==> config.mk <==
export PLATFORM = sky130hd
export DESIGN_NAME = pafm_port_mux
export DESIGN_NICKNAME = d
export VERILOG_FILES = /design/src/core/pafm_pkg.sv /design/src/core/pafm_port_mux.sv
export VERILOG_INCLUDE_DIRS = /design/src /design/src/core
export SDC_FILE = /design/constraint.sdc
export NUM_CORES = 1
export LEC_CHECK = 0
export ABC_AREA = 1
export BUFFER_PORTS_ARGS = -buffer_cell sky130_fd_sc_hd__buf_4
export CAP_MARGIN = 20
export CORE_MARGIN = 2
export CORE_UTILIZATION = 55
export DETAILED_ROUTE_END_ITERATION = 8
export PLACE_DENSITY = 0.81
export SLEW_MARGIN = 20
export SYNTH_ARGS = -nofsm -noshare
export SYNTH_HDL_FRONTEND = slang
export SYNTH_SLANG_ARGS = --single-unit
==> constraint.sdc <==
create_clock -name sys_clk_i -period 10.2 [get_ports sys_clk_i]
set_input_delay 1.53 -clock sys_clk_i [delete_from_list [all_inputs] [get_ports sys_clk_i]]
set_output_delay 1.53 -clock sys_clk_i [all_outputs]
set_load 0.02 [all_outputs]
==> src/core/pafm_defines.svh <==
`ifndef PAFM_DEFINES_SVH
`define PAFM_DEFINES_SVH
// Overview of operation
// RULE1: Operation on input port uses pins, writes latch
// RULE2: Reset clears every output latch
// RULE3: Alternate inputs need direction bit one
// RULE4: Alternate outputs need direction zero, latch zero
// RULE5: Serial transmit needs direction zero, latch one
// RULE6: Two-wire pins need direction and latch zero
// RULE7: Analog pins need direction one, own selects
// RULE8: Oscillator pins follow clock pin mode register
// RULE9: Serial reroute active only when bit two set
// RULE10: Rerouted clock out zero/one, in one/any
// RULE11: Input-mode write hits latch, read returns pin
// RULE12: Bit instruction: read byte, modify, write byte
// RULE13: Write-back may copy pin levels into latches
// RULE14: Software rewrites latch before input-to-output switch
// RULE15: Direction zero drives, one releases; read selects
// RULE16: Enabled peripheral output replaces latch on pin

// ------------------------------------------------------------
// Register byte addresses (one aligned word each)
// ------------------------------------------------------------
`define PAFM_LATCH_BASE   8'h00
`define PAFM_DIR_BASE     8'h20
`define PAFM_GRP_MASK     8'hE0
`define PAFM_IDX          4:2
`define PAFM_CMD_ADDR     8'h40
`define PAFM_CLKMODE_ADDR 8'h44
`define PAFM_REROUTE_ADDR 8'h48
`define PAFM_ANACFG_ADDR  8'h4C
`define PAFM_CHSEL_ADDR   8'h50
`define PAFM_AMPEN_ADDR   8'h54

// ------------------------------------------------------------
// Reset values
// ------------------------------------------------------------
`define PAFM_LATCH_RST    8'h00
`define PAFM_DIR_RST      8'hFF
`define PAFM_CLKMODE_RST  8'h00
`define PAFM_REROUTE_RST  8'h00
`define PAFM_ANACFG_RST   5'h10
`define PAFM_CHSEL_RST    8'h00
`define PAFM_AMPEN_RST    3'h0

// ------------------------------------------------------------
// Field positions
// ------------------------------------------------------------
`define PAFM_REROUTE_BIT  2
`define PAFM_CLK_OSC_BIT  6
`define PAFM_CLK_EXT_BIT  7
`define PAFM_CMD_BIT      2:0
`define PAFM_CMD_PORT     6:4
`define PAFM_CMD_OP       10:8
`define PAFM_CMD_OPND     23:16
`define PAFM_ANACFG_W     5
`define PAFM_AMPEN_W      3

`endif

==> src/core/pafm_pkg.sv <==
package pafm_pkg;

	// Read-modify-write sequencer states
	typedef enum logic [1:0] {
		PAFM_IDLE,
		PAFM_RD,
		PAFM_MOD,
		PAFM_WR
	} pafm_state_t;

	// Port operations started through the command register
	typedef enum logic [2:0] {
		PAFM_OP_SET1,
		PAFM_OP_CLR1,
		PAFM_OP_NOT1,
		PAFM_OP_AND,
		PAFM_OP_OR,
		PAFM_OP_XOR,
		PAFM_OP_ADD
	} pafm_op_t;

endpackage : pafm_pkg

==> src/core/pafm_port_mux.sv <==
`timescale 1ns/1ps
`include "pafm_defines.svh"

module pafm_port_mux import pafm_pkg::*; #(
	parameter int NPORT    = 4,
	parameter int X1_PIN   = 25,
	parameter int X2_PIN   = 26,
	parameter int SCLK_PRI = 16,
	parameter int SCLK_ALT = 9,
	parameter int SIN_PRI  = 17,
	parameter int SIN_ALT  = 10,
	parameter logic [NPORT*8-1:0] AND_MASK = '0
) (
	input  wire logic                  sys_clk_i,          // System clock
	input  wire logic                  sys_rst_i,          // Async reset, high
	input  wire logic                  ce_i,               // Clock enable
	input  wire logic [7:0]            avs_address_i,      // Byte address
	input  wire logic                  avs_read_i,         // Read request
	input  wire logic                  avs_write_i,        // Write request
	input  wire logic [3:0]            avs_byteenable_i,   // Byte lanes
	input  wire logic [31:0]           avs_writedata_i,    // Write data
	output logic      [31:0]           avs_readdata_o,     // Read data
	output logic                       avs_waitrequest_o,  // Stall
	input  wire logic [NPORT*8-1:0]    pin_in_i,           // Pad levels
	output logic      [NPORT*8-1:0]    pin_out_o,          // Pad drive value
	output logic      [NPORT*8-1:0]    pin_oe_n_o,         // Pad enable, low
	input  wire logic [NPORT*8-1:0]    alt_en_i,           // Peripheral owns pin
	input  wire logic [NPORT*8-1:0]    alt_out_i,          // Peripheral output
	output logic      [NPORT*8-1:0]    alt_in_o,           // Synced pin levels
	output logic      [7:0]            clock_pin_mode_o,   // Clock pin mode
	output logic                       serial_reroute_o,   // Reroute active
	output logic                       clocked_serial_clock_o, // Routed clock in
	output logic                       clocked_serial_in_o,    // Routed data in
	output logic [`PAFM_ANACFG_W-1:0]  analog_pin_config_o,    // Analog pin cfg
	output logic      [7:0]            converter_channel_select_o, // Channel
	output logic [`PAFM_AMPEN_W-1:0]   amplifier_enable_o  // Amplifier enables
);

	localparam int NB = NPORT * 8;
	localparam logic [2:0] LAST = 3'(NPORT - 1);

	// ------------------------------------------------------------
	// Elaboration checks
	// ------------------------------------------------------------
	if (NPORT < 1 || NPORT > 8) begin : g_bad_nport
		$error("NPORT must be 1 to 8");
	end
	if (X1_PIN >= NB || X2_PIN >= NB || SCLK_PRI >= NB || SCLK_ALT >= NB ||
	    SIN_PRI >= NB || SIN_ALT >= NB) begin : g_bad_pin
		$error("Pin index outside the ports");
	end

	// Byte of a port-wide vector; an absent port reads zero
	function automatic logic [7:0] pafm_byte(input logic [NB-1:0] v,
	                                         input logic [2:0] i);
		if (i > LAST) begin
			return 8'h00;
		end
		return v[int'(i)*8 +: 8];
	endfunction : pafm_byte

	// ------------------------------------------------------------
	// State
	// ------------------------------------------------------------
	logic [NB-1:0]             pin_s1_q;
	logic [NB-1:0]             pin_s2_q;
	logic [NB-1:0]             latch_q;
	logic [NB-1:0]             dir_q;
	logic [NB-1:0]             pin_out_q;
	logic [NB-1:0]             oe_n_q;
	logic [7:0]                clkmode_q;
	logic [7:0]                reroute_q;
	logic [`PAFM_ANACFG_W-1:0] anacfg_q;
	logic [7:0]                chsel_q;
	logic [`PAFM_AMPEN_W-1:0]  ampen_q;
	pafm_state_t               state_q;
	logic                      wait_q;
	logic [31:0]               rdata_q;
	logic [7:0]                rmw_q;
	logic [2:0]                cmd_bit_q;
	logic [2:0]                cmd_port_q;
	pafm_op_t                  cmd_op_q;
	logic [7:0]                cmd_opnd_q;
	logic                      sclk_q;
	logic                      sin_q;

	// ------------------------------------------------------------
	// Pin synchroniser
	// ------------------------------------------------------------
	// Pads are asynchronous; only the second stage is looked at
	always_ff @(posedge sys_clk_i or posedge sys_rst_i) begin
		if (sys_rst_i) begin
			pin_s1_q <= '0;
			pin_s2_q <= '0;
		end else if (ce_i) begin
			pin_s1_q <= pin_in_i;
			pin_s2_q <= pin_s1_q;
		end
	end

	// ------------------------------------------------------------
	// Pin ownership and read view
	// ------------------------------------------------------------
	// Oscillator mode takes both clock pins, or only the second when the external clock bit is also set
	wire           osc_x1   = clkmode_q[`PAFM_CLK_OSC_BIT] & ~clkmode_q[`PAFM_CLK_EXT_BIT];
	wire           osc_x2   = clkmode_q[`PAFM_CLK_OSC_BIT];
	wire [NB-1:0]  osc_mask = (NB'(osc_x1) << X1_PIN) | (NB'(osc_x2) << X2_PIN); // RULE8
	// Input bits show the pin, output bits the latch; clock pins taken by oscillator mode read zero
	wire [NB-1:0]  rd_view  = ((dir_q & pin_s2_q) | (~dir_q & latch_q)) & ~osc_mask; // RULE15 RULE11
	// Latch zero lets an OR-combined peripheral through, latch one an AND one
	wire [NB-1:0]  alt_mix  = (AND_MASK & alt_out_i & latch_q) |
	                          (~AND_MASK & (alt_out_i | latch_q)); // RULE4 RULE5 RULE6 RULE10
	wire [NB-1:0]  out_d    = (alt_en_i & alt_mix) | (~alt_en_i & latch_q); // RULE16
	wire [NB-1:0]  oe_n_d   = dir_q | osc_mask; // RULE15 RULE8
	wire           sclk_d   = reroute_q[`PAFM_REROUTE_BIT] ? pin_s2_q[SCLK_ALT]
	                                                       : pin_s2_q[SCLK_PRI]; // RULE9
	wire           sin_d    = reroute_q[`PAFM_REROUTE_BIT] ? pin_s2_q[SIN_ALT]
	                                                       : pin_s2_q[SIN_PRI]; // RULE9

	// ------------------------------------------------------------
	// Bus decode
	// ------------------------------------------------------------
	wire [2:0] idx      = avs_address_i[`PAFM_IDX];
	wire       idx_ok   = idx <= LAST;
	wire       acc      = (state_q == PAFM_IDLE) && wait_q && (avs_read_i || avs_write_i);
	wire       wr_acc   = acc && avs_write_i && avs_byteenable_i[0];
	wire       is_latch = ((avs_address_i & `PAFM_GRP_MASK) == `PAFM_LATCH_BASE) && idx_ok;
	wire       is_dir   = ((avs_address_i & `PAFM_GRP_MASK) == `PAFM_DIR_BASE) && idx_ok;
	wire       is_cmd   = avs_address_i == `PAFM_CMD_ADDR;
	wire       cmd_go   = wr_acc && is_cmd;
	wire       rmw_wr   = state_q == PAFM_WR;
	wire [7:0] rd_cmd_byte = pafm_byte(rd_view, cmd_port_q);
	wire [7:0] bit_mask = 8'h01 << cmd_bit_q;

	// Read multiplexer; unmapped addresses answer zero
	logic [7:0] rd_byte;
	always_comb begin
		rd_byte = 8'h00;
		if (is_latch) begin
			rd_byte = pafm_byte(rd_view, idx); // RULE11
		end else if (is_dir) begin
			rd_byte = pafm_byte(dir_q, idx);
		end else if (is_cmd) begin
			rd_byte = rmw_q;
		end else if (avs_address_i == `PAFM_CLKMODE_ADDR) begin
			rd_byte = clkmode_q;
		end else if (avs_address_i == `PAFM_REROUTE_ADDR) begin
			rd_byte = reroute_q;
		end else if (avs_address_i == `PAFM_ANACFG_ADDR) begin
			rd_byte = {3'h0, anacfg_q};
		end else if (avs_address_i == `PAFM_CHSEL_ADDR) begin
			rd_byte = chsel_q;
		end else if (avs_address_i == `PAFM_AMPEN_ADDR) begin
			rd_byte = {5'h00, ampen_q};
		end
	end

	// Modify step of the port operation
	logic [7:0] alu_res;
	always_comb begin
		alu_res = rmw_q;
		case (cmd_op_q)
			PAFM_OP_SET1: alu_res = rmw_q | bit_mask;
			PAFM_OP_CLR1: alu_res = rmw_q & ~bit_mask;
			PAFM_OP_NOT1: alu_res = rmw_q ^ bit_mask;
			PAFM_OP_AND:  alu_res = rmw_q & cmd_opnd_q;
			PAFM_OP_OR:   alu_res = rmw_q | cmd_opnd_q;
			PAFM_OP_XOR:  alu_res = rmw_q ^ cmd_opnd_q;
			PAFM_OP_ADD:  alu_res = rmw_q + cmd_opnd_q;
			default:      alu_res = rmw_q;
		endcase
	end

	// ------------------------------------------------------------
	// Handshake and read-modify-write sequencer
	// ------------------------------------------------------------
	// Waitrequest idles high so that a request is never taken twice
	always_ff @(posedge sys_clk_i or posedge sys_rst_i) begin
		if (sys_rst_i) begin
			state_q <= PAFM_IDLE;
			wait_q  <= 1'b1;
		end else if (ce_i) begin
			case (state_q)
				PAFM_IDLE: begin
					if (!wait_q) begin
						wait_q <= 1'b1;
					end else if (cmd_go) begin
						state_q <= PAFM_RD; // RULE12
					end else if (acc) begin
						wait_q <= 1'b0;
					end
				end
				PAFM_RD:  state_q <= PAFM_MOD;
				PAFM_MOD: state_q <= PAFM_WR;
				PAFM_WR: begin
					state_q <= PAFM_IDLE;
					wait_q  <= 1'b0;
				end
				default:  state_q <= PAFM_IDLE;
			endcase
		end
	end

	// Command capture and working byte
	always_ff @(posedge sys_clk_i or posedge sys_rst_i) begin
		if (sys_rst_i) begin
			cmd_bit_q  <= 3'h0;
			cmd_port_q <= 3'h0;
			cmd_op_q   <= PAFM_OP_SET1;
			cmd_opnd_q <= 8'h00;
		end else if (ce_i && cmd_go) begin
			cmd_bit_q  <= avs_writedata_i[`PAFM_CMD_BIT];
			cmd_port_q <= avs_writedata_i[`PAFM_CMD_PORT];
			cmd_op_q   <= pafm_op_t'(avs_writedata_i[`PAFM_CMD_OP]);
			cmd_opnd_q <= avs_writedata_i[`PAFM_CMD_OPND];
		end
	end

	// Whole byte is read, so input bits pick up their pin levels
	always_ff @(posedge sys_clk_i or posedge sys_rst_i) begin
		if (sys_rst_i) begin
			rmw_q <= 8'h00;
		end else if (ce_i && state_q == PAFM_RD) begin
			rmw_q <= rd_cmd_byte; // RULE1 RULE12 RULE13
		end else if (ce_i && state_q == PAFM_MOD) begin
			rmw_q <= alu_res; // RULE12
		end
	end

	// Read data is captured at the accept edge
	always_ff @(posedge sys_clk_i or posedge sys_rst_i) begin
		if (sys_rst_i) begin
			rdata_q <= 32'h0000_0000;
		end else if (ce_i && acc && avs_read_i) begin
			rdata_q <= {24'h00_0000, rd_byte};
		end
	end

	// ------------------------------------------------------------
	// Port latches and directions
	// ------------------------------------------------------------
	for (genvar g = 0; g < NPORT; g++) begin : g_port
		// The whole byte is written back, untouched bits included
		always_ff @(posedge sys_clk_i or posedge sys_rst_i) begin
			if (sys_rst_i) begin
				latch_q[g*8 +: 8] <= `PAFM_LATCH_RST; // RULE2
			end else if (ce_i && wr_acc && is_latch && idx == 3'(g)) begin
				latch_q[g*8 +: 8] <= avs_writedata_i[7:0]; // RULE11
			end else if (ce_i && rmw_wr && cmd_port_q == 3'(g)) begin
				latch_q[g*8 +: 8] <= rmw_q; // RULE12 RULE13
			end
		end
		// Pins come up as inputs so nothing is driven before software acts
		always_ff @(posedge sys_clk_i or posedge sys_rst_i) begin
			if (sys_rst_i) begin
				dir_q[g*8 +: 8] <= `PAFM_DIR_RST;
			end else if (ce_i && wr_acc && is_dir && idx == 3'(g)) begin
				dir_q[g*8 +: 8] <= avs_writedata_i[7:0];
			end
		end
	end

	// ------------------------------------------------------------
	// Configuration registers
	// ------------------------------------------------------------
	always_ff @(posedge sys_clk_i or posedge sys_rst_i) begin
		if (sys_rst_i) begin
			clkmode_q <= `PAFM_CLKMODE_RST; // RULE8
			reroute_q <= `PAFM_REROUTE_RST;
			anacfg_q  <= `PAFM_ANACFG_RST;
			chsel_q   <= `PAFM_CHSEL_RST;
			ampen_q   <= `PAFM_AMPEN_RST;
		end else if (ce_i && wr_acc) begin
			if (avs_address_i == `PAFM_CLKMODE_ADDR) begin
				clkmode_q <= avs_writedata_i[7:0];
			end else if (avs_address_i == `PAFM_REROUTE_ADDR) begin
				reroute_q <= avs_writedata_i[7:0]; // RULE9
			end else if (avs_address_i == `PAFM_ANACFG_ADDR) begin
				anacfg_q <= avs_writedata_i[`PAFM_ANACFG_W-1:0]; // RULE7
			end else if (avs_address_i == `PAFM_CHSEL_ADDR) begin
				chsel_q <= avs_writedata_i[7:0]; // RULE7
			end else if (avs_address_i == `PAFM_AMPEN_ADDR) begin
				ampen_q <= avs_writedata_i[`PAFM_AMPEN_W-1:0]; // RULE7
			end
		end
	end

	// ------------------------------------------------------------
	// Output registers
	// ------------------------------------------------------------
	// Registered pads cost a cycle but keep pad timing clean
	always_ff @(posedge sys_clk_i or posedge sys_rst_i) begin
		if (sys_rst_i) begin
			pin_out_q <= '0;
			oe_n_q    <= '1;
			sclk_q    <= 1'b0;
			sin_q     <= 1'b0;
		end else if (ce_i) begin
			pin_out_q <= out_d; // RULE16
			oe_n_q    <= oe_n_d; // RULE15
			sclk_q    <= sclk_d; // RULE10
			sin_q     <= sin_d;
		end
	end

	assign avs_readdata_o             = rdata_q;
	assign avs_waitrequest_o          = wait_q;
	assign pin_out_o                  = pin_out_q;
	assign pin_oe_n_o                 = oe_n_q;
	assign alt_in_o                   = pin_s2_q; // RULE3
	assign clock_pin_mode_o           = clkmode_q;
	assign serial_reroute_o           = reroute_q[`PAFM_REROUTE_BIT];
	assign clocked_serial_clock_o     = sclk_q;
	assign clocked_serial_in_o        = sin_q;
	assign analog_pin_config_o        = anacfg_q; // RULE7
	assign converter_channel_select_o = chsel_q;
	assign amplifier_enable_o         = ampen_q;
endmodule : pafm_port_mux

==> impl_metrics.env, run 1 <==
export IMPL_ant_nets=0
export IMPL_dp_hpwl_um=32200
export IMPL_port_buffers=260
export IMPL_io_pins=301
export IMPL_dieArea_mm2=0.0254
export IMPL_drtIter0Drc=1232
export IMPL_fin_worst_skew_ns=0.0137
export IMPL_p_switching_mw=0.924
export IMPL_antenna_found_initial=0
export IMPL_cts_buffers=28
export IMPL_status="finished, final reports clean"
export IMPL_grt_pass1_wl_um=68100
export IMPL_viasPerCell=5.62
export IMPL_slew_viol_final=0
export IMPL_htreeDepth=1
export IMPL_ys_types=50
export IMPL_clk_pin_slew_ns=0.06
export IMPL_start_util=0.563
export IMPL_fin_util=0.684
export IMPL_worst_path_max_fanout=99
export IMPL_drive_above_1_share=0.227
export IMPL_diodes=0
export IMPL_ir_worst_vdd_uv=141
export IMPL_crit_arrival_ns=4.12
export IMPL_setup_viol=0
export IMPL_track_usage=0.341
export IMPL_cts_tree="yes"
export IMPL_layout_common_cells="nand2_1 (564), buf_4 (263), dfrtp_1 (196)"
export IMPL_wl_um=44000
export IMPL_yosysWarnings=0
export IMPL_clk_latency_ns=0.54
export IMPL_p_comb_frac=0.200
export IMPL_hold_buffers=0
export IMPL_synthFlopType="dfrtp_1"
export IMPL_rsz0062_at_grt="no"
export IMPL_clock_power_share=0.348
export IMPL_grt_start_max_net_pins=122
export IMPL_clock_sinks=262
export IMPL_hp_class="flop to flop"
export IMPL_cap_violations=0
export IMPL_netlist_area_mm2=0.0133
export IMPL_cp_start_kind="input port"
export IMPL_gp_congestion=1.01
export IMPL_tightest_slew_ns=1.01
export IMPL_chipHeight_um=159
export IMPL_grt_pass1_vias=12000
export IMPL_avgSynthCellArea_um2=8.00
export IMPL_firstDrtPassIters=8
export IMPL_postLayoutCellArea_mm2=0.0161
export IMPL_crit_type="input port to flop"
export IMPL_wl_per_cell_um=19.8
export IMPL_grt_overflow=0
export IMPL_synth_seq_cells=262
export IMPL_end_kind="flop"
export IMPL_hold_violations=0
export IMPL_swShare=0.325
export IMPL_vias=12500
export IMPL_layout_commonest_cell="nand2_1"
export IMPL_p_seq_frac=0.452
export IMPL_p_int_mw=1.92
export IMPL_period_minus_slack_ns=3.67
export IMPL_dieWidth_um=159
export IMPL_area_growth_pct=21.5
export IMPL_leakage_nw=7.94
export IMPL_syn_instance_count=1661
export IMPL_core_mm2=0.0236
export IMPL_cts_setup_buffers=0
export IMPL_cp_required_ns=10.65
export IMPL_rows=56
export IMPL_synth_edf_count=0
export IMPL_power_density_mw_per_mm2=176
export IMPL_relSlewSlack=0.328
export IMPL_timing_final_crit_share=0.360
export IMPL_clock_root_buffer="clkbuf_16"
export IMPL_cts_buffer_depth=3
export IMPL_max_freq_mhz=272
export IMPL_synth_async_reset_ratio=1.00
export IMPL_nets=2042
export IMPL_post_cts_resize_count=0
export IMPL_ys_seq_area_frac=0.499
export IMPL_drc=0
export IMPL_dpl_cell_area_mm2=0.0152
export IMPL_tns_ns=0
[power groups by stage]
stage	logic, mW	clock network, mW	registers, mW
after detailed placement	0.562	0	1.30
after global routing	0.626	1.04	1.29
final	0.570	0.992	1.29
after global placement	0.549	0	1.29
after floorplan	0.304	0	1.28
after CTS	0.566	0.996	1.28
[synth_stat cells (4+ instances only)]
master,number,share of area
nand2_2,6,0.0028
o221ai_1,17,0.011
ha_1,12,0.011
inv_2,14,0.0040
nor2_1,68,0.019
buf_2,9,0.0034
o21ai_0,176,0.066
nand3_1,111,0.042
o22ai_1,8,0.0038
dfrtp_1,196,0.37
buf_1,5,0.0014
nor2_4,5,0.0042
inv_1,125,0.035
a41oi_1,4,0.0026
dfstp_2,66,0.13
clkbuf_1,42,0.012
nor3_1,5,0.0019
o211ai_1,22,0.012
a21oi_1,83,0.031
buf_4,29,0.016
nor2_2,4,0.0019
nand4_1,16,0.0075
buf_6,8,0.0068
o21ai_1,21,0.0079
mux2_4,8,0.0090
nand2_1,564,0.16
[worst max-delay path: stages]
cell and delay (ns):
buf_4 0.26, buf_4 0.69, inv_4 0.51, buf_4 0.48, o21ai_0 0.36, o21ai_0 0.13
o21ai_0 0.10
[metrics by stage]
step                power, mW  hold WS [ns]  worst slack (ns)  instances
floorplan                1.59         0.442              1.57       1684
global placement         1.84         0.452              6.05       2173
detailed placement       1.86         0.454              6.05       2173
CTS                      2.84         0.464              6.58       2225
global route             2.96         0.478              6.33       2225
finish                   2.85         0.465              6.53       2225
[worst paths after layout]
kind                                               to  slack (ns)  cells past startpoint                       start
max reg2reg                    latch_q[3]$_DFFE_PP0P_        7.71                      8      state_q[0]$_DFFE_PP0P_
min reg2reg                pin_oe_n_o[13]$_DFFE_PP1P_        0.46                      2  pin_oe_n_o[13]$_DFFE_PP1P_
min                        pin_oe_n_o[13]$_DFFE_PP1P_        0.46                      2  pin_oe_n_o[13]$_DFFE_PP1P_
max                            state_q[0]$_DFFE_PP0P_        6.53                      7                        ce_i
min in group asynchronous     alt_in_o[5]$_DFFE_PP0P_        1.17                      2                   sys_rst_i
max in group asynchronous     cmd_op_q[0]$_DFFE_PP0P_        7.69                      3                   sys_rst_i
[cell type report]
cell class	instances	area, um^2
multi-input combinational	1187	5680
sequential	262	6640
fill	1984	7470
inverter	141	542
clock buffer	41	832
tap	319	399
timing repair buffer	264	1990
clock inverter	11	71.3
[per-layer routing]
layer | track usage | vias up | wire [um] | part of all wire
li1 | - | 5860 | - | -
met1 | 0.451 | 5954 | 17600 | 0.40
met2 | 0.562 | 576 | 21000 | 0.48
met3 | 0.0516 | 112 | 3300 | 0.075
met4 | 0.147 | 0 | 2090 | 0.047
met5 | 0 | - | 0 | 0
[kinds of logic after synthesis]
kind of cell	count (synthesis)	synth area share
AO/OA/AOI/OAI	339	0.141
buffers and inverters	235	0.0802
XOR/XNOR	4	0.00264
flip-flops	262	0.499
multiplexers	11	0.0116
adder cells (fa/ha/maj)	13	0.0128
other	1	0.000282
AND/OR/NAND/NOR	796	0.253
[state kept, by name (all words and copies together), names as in the netlist, 5 cells and up]
signal                      flops
converter_channel_select_o      8
avs_readdata_o                  8
analog_pin_config_o             5
dir_q                          32
rmw_q                           8
latch_q                        32
pin_oe_n_o                     32
pin_out_o                      32
alt_in_o                       32
pin_s1_q                       32
cmd_opnd_q                      8
reroute_q                       8
clock_pin_mode_o                8
No activity file was read; power rests on OpenSTA's default activity.
==> run 2: changes to the inputs <==
--- a/config.mk
+++ b/config.mk
@@ -10,9 +10,9 @@
 export BUFFER_PORTS_ARGS = -buffer_cell sky130_fd_sc_hd__buf_4
 export CAP_MARGIN = 20
 export CORE_MARGIN = 2
-export CORE_UTILIZATION = 55
+export CORE_UTILIZATION = 49
 export DETAILED_ROUTE_END_ITERATION = 8
-export PLACE_DENSITY = 0.81
+export PLACE_DENSITY = 0.76
 export SLEW_MARGIN = 20
 export SYNTH_ARGS = -nofsm -noshare
 export SYNTH_HDL_FRONTEND = slang
==> constraint.sdc (replaced) <==
create_clock -name sys_clk_i -period 3 [get_ports sys_clk_i]
set_input_delay 0.45 -clock sys_clk_i [delete_from_list [all_inputs] [get_ports sys_clk_i]]
set_output_delay 0.45 -clock sys_clk_i [all_outputs]
set_load 0.02 [all_outputs]
==> run 2 against run 1 <==
Effect of this change:
- first-iteration DRC count down 0.16%
- die area up 12%
- clock power rose to 3.5 times the previous value
- highest routed layer unchanged
- largest power group unchanged
==> impl_metrics.env, run 2 (synthesis results as in run 1) <==
export IMPL_cap_violations=0
export IMPL_cts_tree="yes"
export IMPL_timing_final_crit_share=0.771
export IMPL_grt_pass1_vias=11700
export IMPL_chipHeight_um=169
export IMPL_ant_nets=0
export IMPL_dieWidth_um=169
export IMPL_clock_sinks=262
export IMPL_drive_above_1_share=0.229
export IMPL_core_mm2=0.0268
export IMPL_dieArea_mm2=0.0285
export IMPL_slew_viol_final=0
export IMPL_grt_start_max_net_pins=104
export IMPL_crit_top_cell="nand2_1"
export IMPL_cp_required_ns=3.41
export IMPL_antenna_found_initial=0
export IMPL_dp_hpwl_um=33700
export IMPL_clk_latency_ns=0.57
export IMPL_fin_worst_skew_ns=0.0296
export IMPL_power_total_mw=9.83
export IMPL_rows=60
export IMPL_grt_overflow=0
export IMPL_wl_per_cell_um=19.9
export IMPL_nets=2052
export IMPL_vias=12400
export IMPL_slowest_delay_ns=0.40
export IMPL_crit_type="flop to flop"
export IMPL_status="finished, final reports clean"
export IMPL_port_buffers=260
export IMPL_firstDrtPassIters=6
export IMPL_clock_root_buffer="clkbuf_16"
export IMPL_area_growth_pct=22.7
export IMPL_drtIter0Drc=1230
export IMPL_hold_worst_slack_ns=0.0809
export IMPL_crit_slowest_cell="dfrtp_1"
export IMPL_viasPerCell=5.51
export IMPL_gp_congestion=0.983
export IMPL_crit_family="simple AND/OR/NAND/NOR gates"
export IMPL_leakage_nw=8.00
export IMPL_seqCellArea_mm2=0.00664
export IMPL_drc=0
export IMPL_track_usage=0.315
export IMPL_layout_commonest_cell="nand2_1"
export IMPL_ir_worst_vdd_uv=385
export IMPL_max_freq_mhz=432
export IMPL_grt_pass1_wl_um=68800
export IMPL_start_util=0.496
export IMPL_fillers=2370
export IMPL_path_cells="inv_1 > ha_1 > nand2_1 > inv_1 > nand4_4 > nor2_4 > nand2_1 > nand2_1 > o221ai_1"
export IMPL_tightest_slew_ns=0.934
export IMPL_cts_buffer_depth=3
export IMPL_diodes=0
export IMPL_hold_violations=0
export IMPL_worst_path_max_fanout=20
export IMPL_cts_buffers=28
export IMPL_io_pins=301
export IMPL_hp_class="input port to flop"
export IMPL_power_density_mw_per_mm2=603
export IMPL_relSlewSlack=0.377
export IMPL_multi_input_area_mm2=0.00567
export IMPL_layout_common_cells="nand2_1 (564), buf_4 (270), dfrtp_1 (196)"
export IMPL_wl_um=44900
export IMPL_path_buf_inv=2
export IMPL_crit_arrival_ns=2.73
export IMPL_cp_start_kind="flop"
export IMPL_cts_setup_buffers=0
export IMPL_htreeDepth=1
export IMPL_setup_viol=0
export IMPL_end_kind="flop"
export IMPL_clk_pin_slew_ns=0.06
export IMPL_rsz0062_at_grt="no"
export IMPL_period_minus_slack_ns=2.31
[run 2: cell count changes in the layout (fill, tap and decap cells not counted), moves of 2 or more]
cell        before  now
buf_12           0    3
buf_4          263  270
clkinv_4         3    0
bufinv_16        0    2
clkinvlp_4       2    4
clkbuf_16       30   28
[run 2: cell type report]
class	count	area share
flip-flops and latches	262	0.407
multi-input cells	1187	0.348
repair buffers	274	0.129
clock buffers	39	0.0480
inverters	141	0.0330
well taps	341	0.0262
clock inverters	13	0.00921
[run 2: path summary, 6_finish.rpt]
path,from,end,slack [ns],cells past startpoint
worst max-delay path,state_q[0]$_DFFE_PP0P_,latch_q[30]$_DFFE_PP0P_,0.69,9
worst min-delay path,pin_in_i[6],pin_s1_q[6]$_DFFE_PP0P_,0.08,3
worst max register to register,state_q[0]$_DFFE_PP0P_,latch_q[30]$_DFFE_PP0P_,0.69,9
worst min register to register,pin_s1_q[16]$_DFFE_PP0P_,alt_in_o[16]$_DFFE_PP0P_,0.46,2
max in group asynchronous,sys_rst_i,analog_pin_config_o[4]$_DFFE_PP1P_,1.66,4
min in group asynchronous,sys_rst_i,pin_s1_q[6]$_DFFE_PP0P_,0.45,3
[run 2: tightest hold or removal path: cells and delay by family]
kind | cells | cell delay, ns
buf+inv | 1 | 0.07
simple gates | 2 | 0.09
[run 2: repair_timing]
| item | CTS | global route |
|---|---|---|
| resized for setup | 0 | 0 |
| hold buffers | 1 | 0 |
| hold endpoints to repair | 14 | 0 |
[run 2: power breakdown]
| group | leakage [nW] | switching [mW] | internal (mW) |
|---|---|---|---|
| Clock | 0.448 | 1.48 | 2.01 |
| Sequential | 3.13 | 0.456 | 3.90 |
| Combinational | 4.42 | 1.26 | 0.740 |
[run 2: metrics by stage]
step	instance area, um^2	instances	setup TNS, ns	setup slack, ns	util
after global placement	15400	2204	0	0.839	0.573
after detailed placement	15400	2204	0	0.743	0.573
final	16300	2257	0	0.686	0.608
after global routing	16300	2257	0	0.552	0.608
after CTS	16300	2257	0	0.741	0.608
after floorplan	13400	1684	-166.93	-0.852	-
[run 2: metal layers]
layer  GRT usage  routed length (um)
met1       0.422               18100
met2       0.524               21500
met4       0.116                1850
met3      0.0433                3430
met5           0                   0
==> run 3: changes to the inputs <==
==> constraint.sdc (replaced) <==
create_clock -name sys_clk_i -period 2.03 [get_ports sys_clk_i]
set_input_delay 0.3045 -clock sys_clk_i [delete_from_list [all_inputs] [get_ports sys_clk_i]]
set_output_delay 0.3045 -clock sys_clk_i [all_outputs]
set_load 0.02 [all_outputs]
==> run 3 against run 2 <==
Effect of this change:
- die area unchanged
- via count rose by 3.4%
- combinational power grew 70%
- sequential power is 44% higher
- sequential cell count stayed put
- first-iteration DRC count shrank 8.6%
- worst setup slack worse by 0.60 ns
- routed wire length increased by 4.3%
- global-route usage grew 1.2 points
- power is 52% higher
- largest cell class unchanged
==> impl_metrics.env, run 3 (synthesis results as in run 1) <==
export IMPL_drc=0
export IMPL_path_cells="inv_2 > ha_1 > nand2_1 > inv_2 > nand4_4 > inv_2 > nand2_4 > o21ai_0 > o21ai_0 > o21ai_0"
export IMPL_finalNonFillerCells=2354
export IMPL_power_density_mw_per_mm2=866
export IMPL_pre_cts_slack_ns=-0.0583
export IMPL_p_seq_frac=0.420
export IMPL_p_comb_frac=0.228
export IMPL_chipHeight_um=169
export IMPL_dieArea_mm2=0.0285
export IMPL_hold_end="pin_out_o[21]$_DFFE_PP0P_"
export IMPL_antenna_found_initial=2
export IMPL_tns_ns=0
export IMPL_timing_final_crit_share=0.958
export IMPL_cp_start_kind="flop"
export IMPL_p_int_mw=10.2
export IMPL_path_buf_inv=3
export IMPL_port_buffers=260
export IMPL_r2r_slack_ns=0.09
export IMPL_worst_path_max_fanout=13
export IMPL_layout_commonest_cell="nand2_1"
export IMPL_reg2reg_to="state_q[0]$_DFFE_PP0P_"
export IMPL_grt_start_max_net_pins=111
export IMPL_drtIter0Drc=1124
export IMPL_clock_sinks=262
export IMPL_status="finished, final reports clean"
export IMPL_slowest_delay_ns=0.40
export IMPL_crit_arrival_ns=2.40
export IMPL_leakage_nw=8.51
export IMPL_layout_common_cells="nand2_1 (561), buf_4 (323), dfrtp_1 (196)"
export IMPL_clk_latency_ns=0.56
export IMPL_power_total_mw=15.0
export IMPL_gp_congestion=1.02
export IMPL_nets=2151
export IMPL_core_mm2=0.0268
export IMPL_clock_root_buffer="clkbuf_16"
export IMPL_cts_tree="yes"
export IMPL_cp_required_ns=2.48
export IMPL_viasPerCell=5.47
export IMPL_crit_slowest_cell="dfrtp_1"
export IMPL_diodes=0
export IMPL_crit_family="compound AO/OA/AOI/OAI gates"
export IMPL_grt_pass1_vias=12400
export IMPL_grt_pass1_wl_um=71400
export IMPL_relSlewSlack=0.331
export IMPL_ant_nets=0
export IMPL_reg2reg_depth=10
export IMPL_fin_worst_skew_ns=0.0244
export IMPL_cts_buffers=27
export IMPL_clock_power_share=0.352
export IMPL_ir_worst_vdd_uv=481
export IMPL_wl_per_cell_um=19.9
export IMPL_period_minus_slack_ns=1.94
export IMPL_crit_type="flop to flop"
export IMPL_grt_overflow=0
export IMPL_dieWidth_um=169
export IMPL_dp_cells=2254
export IMPL_p_switching_mw=4.72
export IMPL_swShare=0.315
export IMPL_hold_worst_slack_ns=0.0507
export IMPL_dp_hpwl_um=35300
export IMPL_start_util=0.496
export IMPL_cts_buffer_depth=3
export IMPL_vias=12900
export IMPL_tightest_slew_ns=1.00
export IMPL_setup_viol=0
export IMPL_r2r_start="state_q[0]$_DFFE_PP0P_"
export IMPL_dpl_cell_area_mm2=0.0158
export IMPL_firstDrtPassIters=8
export IMPL_slew_viol_final=0
export IMPL_htreeDepth=1
export IMPL_track_usage=0.326
export IMPL_setup_ws_ns=0.0855
export IMPL_fin_util=0.644
export IMPL_min_from="alt_out_i[21]"
export IMPL_drive_above_1_share=0.249
export IMPL_hp_class="input port to flop"
export IMPL_rows=60
export IMPL_clk_pin_slew_ns=0.06
export IMPL_area_growth_pct=29.9
export IMPL_wl_um=46900
export IMPL_hold_path_depth=3
export IMPL_rsz0062_at_grt="yes"
export IMPL_cap_violations=0
export IMPL_end_kind="flop"
export IMPL_io_pins=301
export IMPL_postLayoutCellArea_mm2=0.0173
export IMPL_max_freq_mhz=514
export IMPL_hold_violations=0
run 3: worst max path at each step:
| stage | end | cells after the start | startpoint |
|---|---|---|---|
| after global routing | latch_q[31]$_DFFE_PP0P_ | 11 | state_q[1]$_DFFE_PP0P_ |
| after detailed placement | latch_q[22]$_DFFE_PP0P_ | 9 | state_q[0]$_DFFE_PP0P_ |
| final | state_q[0]$_DFFE_PP0P_ | 10 | state_q[0]$_DFFE_PP0P_ |
| after floorplan | alt_in_o[0]$_DFFE_PP0P_ | 1 | sys_rst_i |
| after global placement | latch_q[14]$_DFFE_PP0P_ | 9 | state_q[0]$_DFFE_PP0P_ |
| after CTS | state_q[0]$_DFFE_PP0P_ | 10 | state_q[0]$_DFFE_PP0P_ |
run 3: what timing repair did:
item / in CTS / in global routing
hold buffers: 44 / 0
buffers inserted: 0 / 6
endpoints found under the setup margin: 13 / 91
resized for setup: 2 / 8
pin swaps: 0 / 3
gates cloned: 0 / 1
endpoints found under the hold margin: 76 / 0
run 3: metal layers:
metal / vias to the layer above / GRT usage / routed length [um]
li1: 6070 / - / -
met1: 6149 / 0.437 / 19100
met2: 545 / 0.545 / 22300
met3: 110 / 0.0489 / 3640
met4: 2 / 0.114 / 1740
met5: - / 0 / 11
run 3: layout make-up:
| class | instances | area, um^2 |
|---|---|---|
| multi-input cells | 1187 | 5700 |
| fillers | 2265 | 9530 |
| clock inverters | 8 | 135 |
| repair buffers | 374 | 3010 |
| flip-flops and latches | 262 | 6640 |
| well taps | 341 | 427 |
| inverters | 141 | 541 |
| clock buffers | 41 | 820 |
run 3: power groups by stage:
stage / combinational, mW / sequential [mW] / clock [mW]
6_report: 3.41 / 6.28 / 5.27
5_1_grt: 3.71 / 6.32 / 5.52
4_1_cts: 3.31 / 6.26 / 5.31
3_5_place_dp: 3.23 / 6.34 / 0
3_3_place_gp: 3.17 / 6.33 / 0
2_1_floorplan: 1.53 / 6.45 / 0
run 3: tightest hold or removal path, delay by kind of cell:
family	cells	cell delay (ns)
AOI/OAI and AO/OA	2	0.17
buffers and inverters	1	0.08
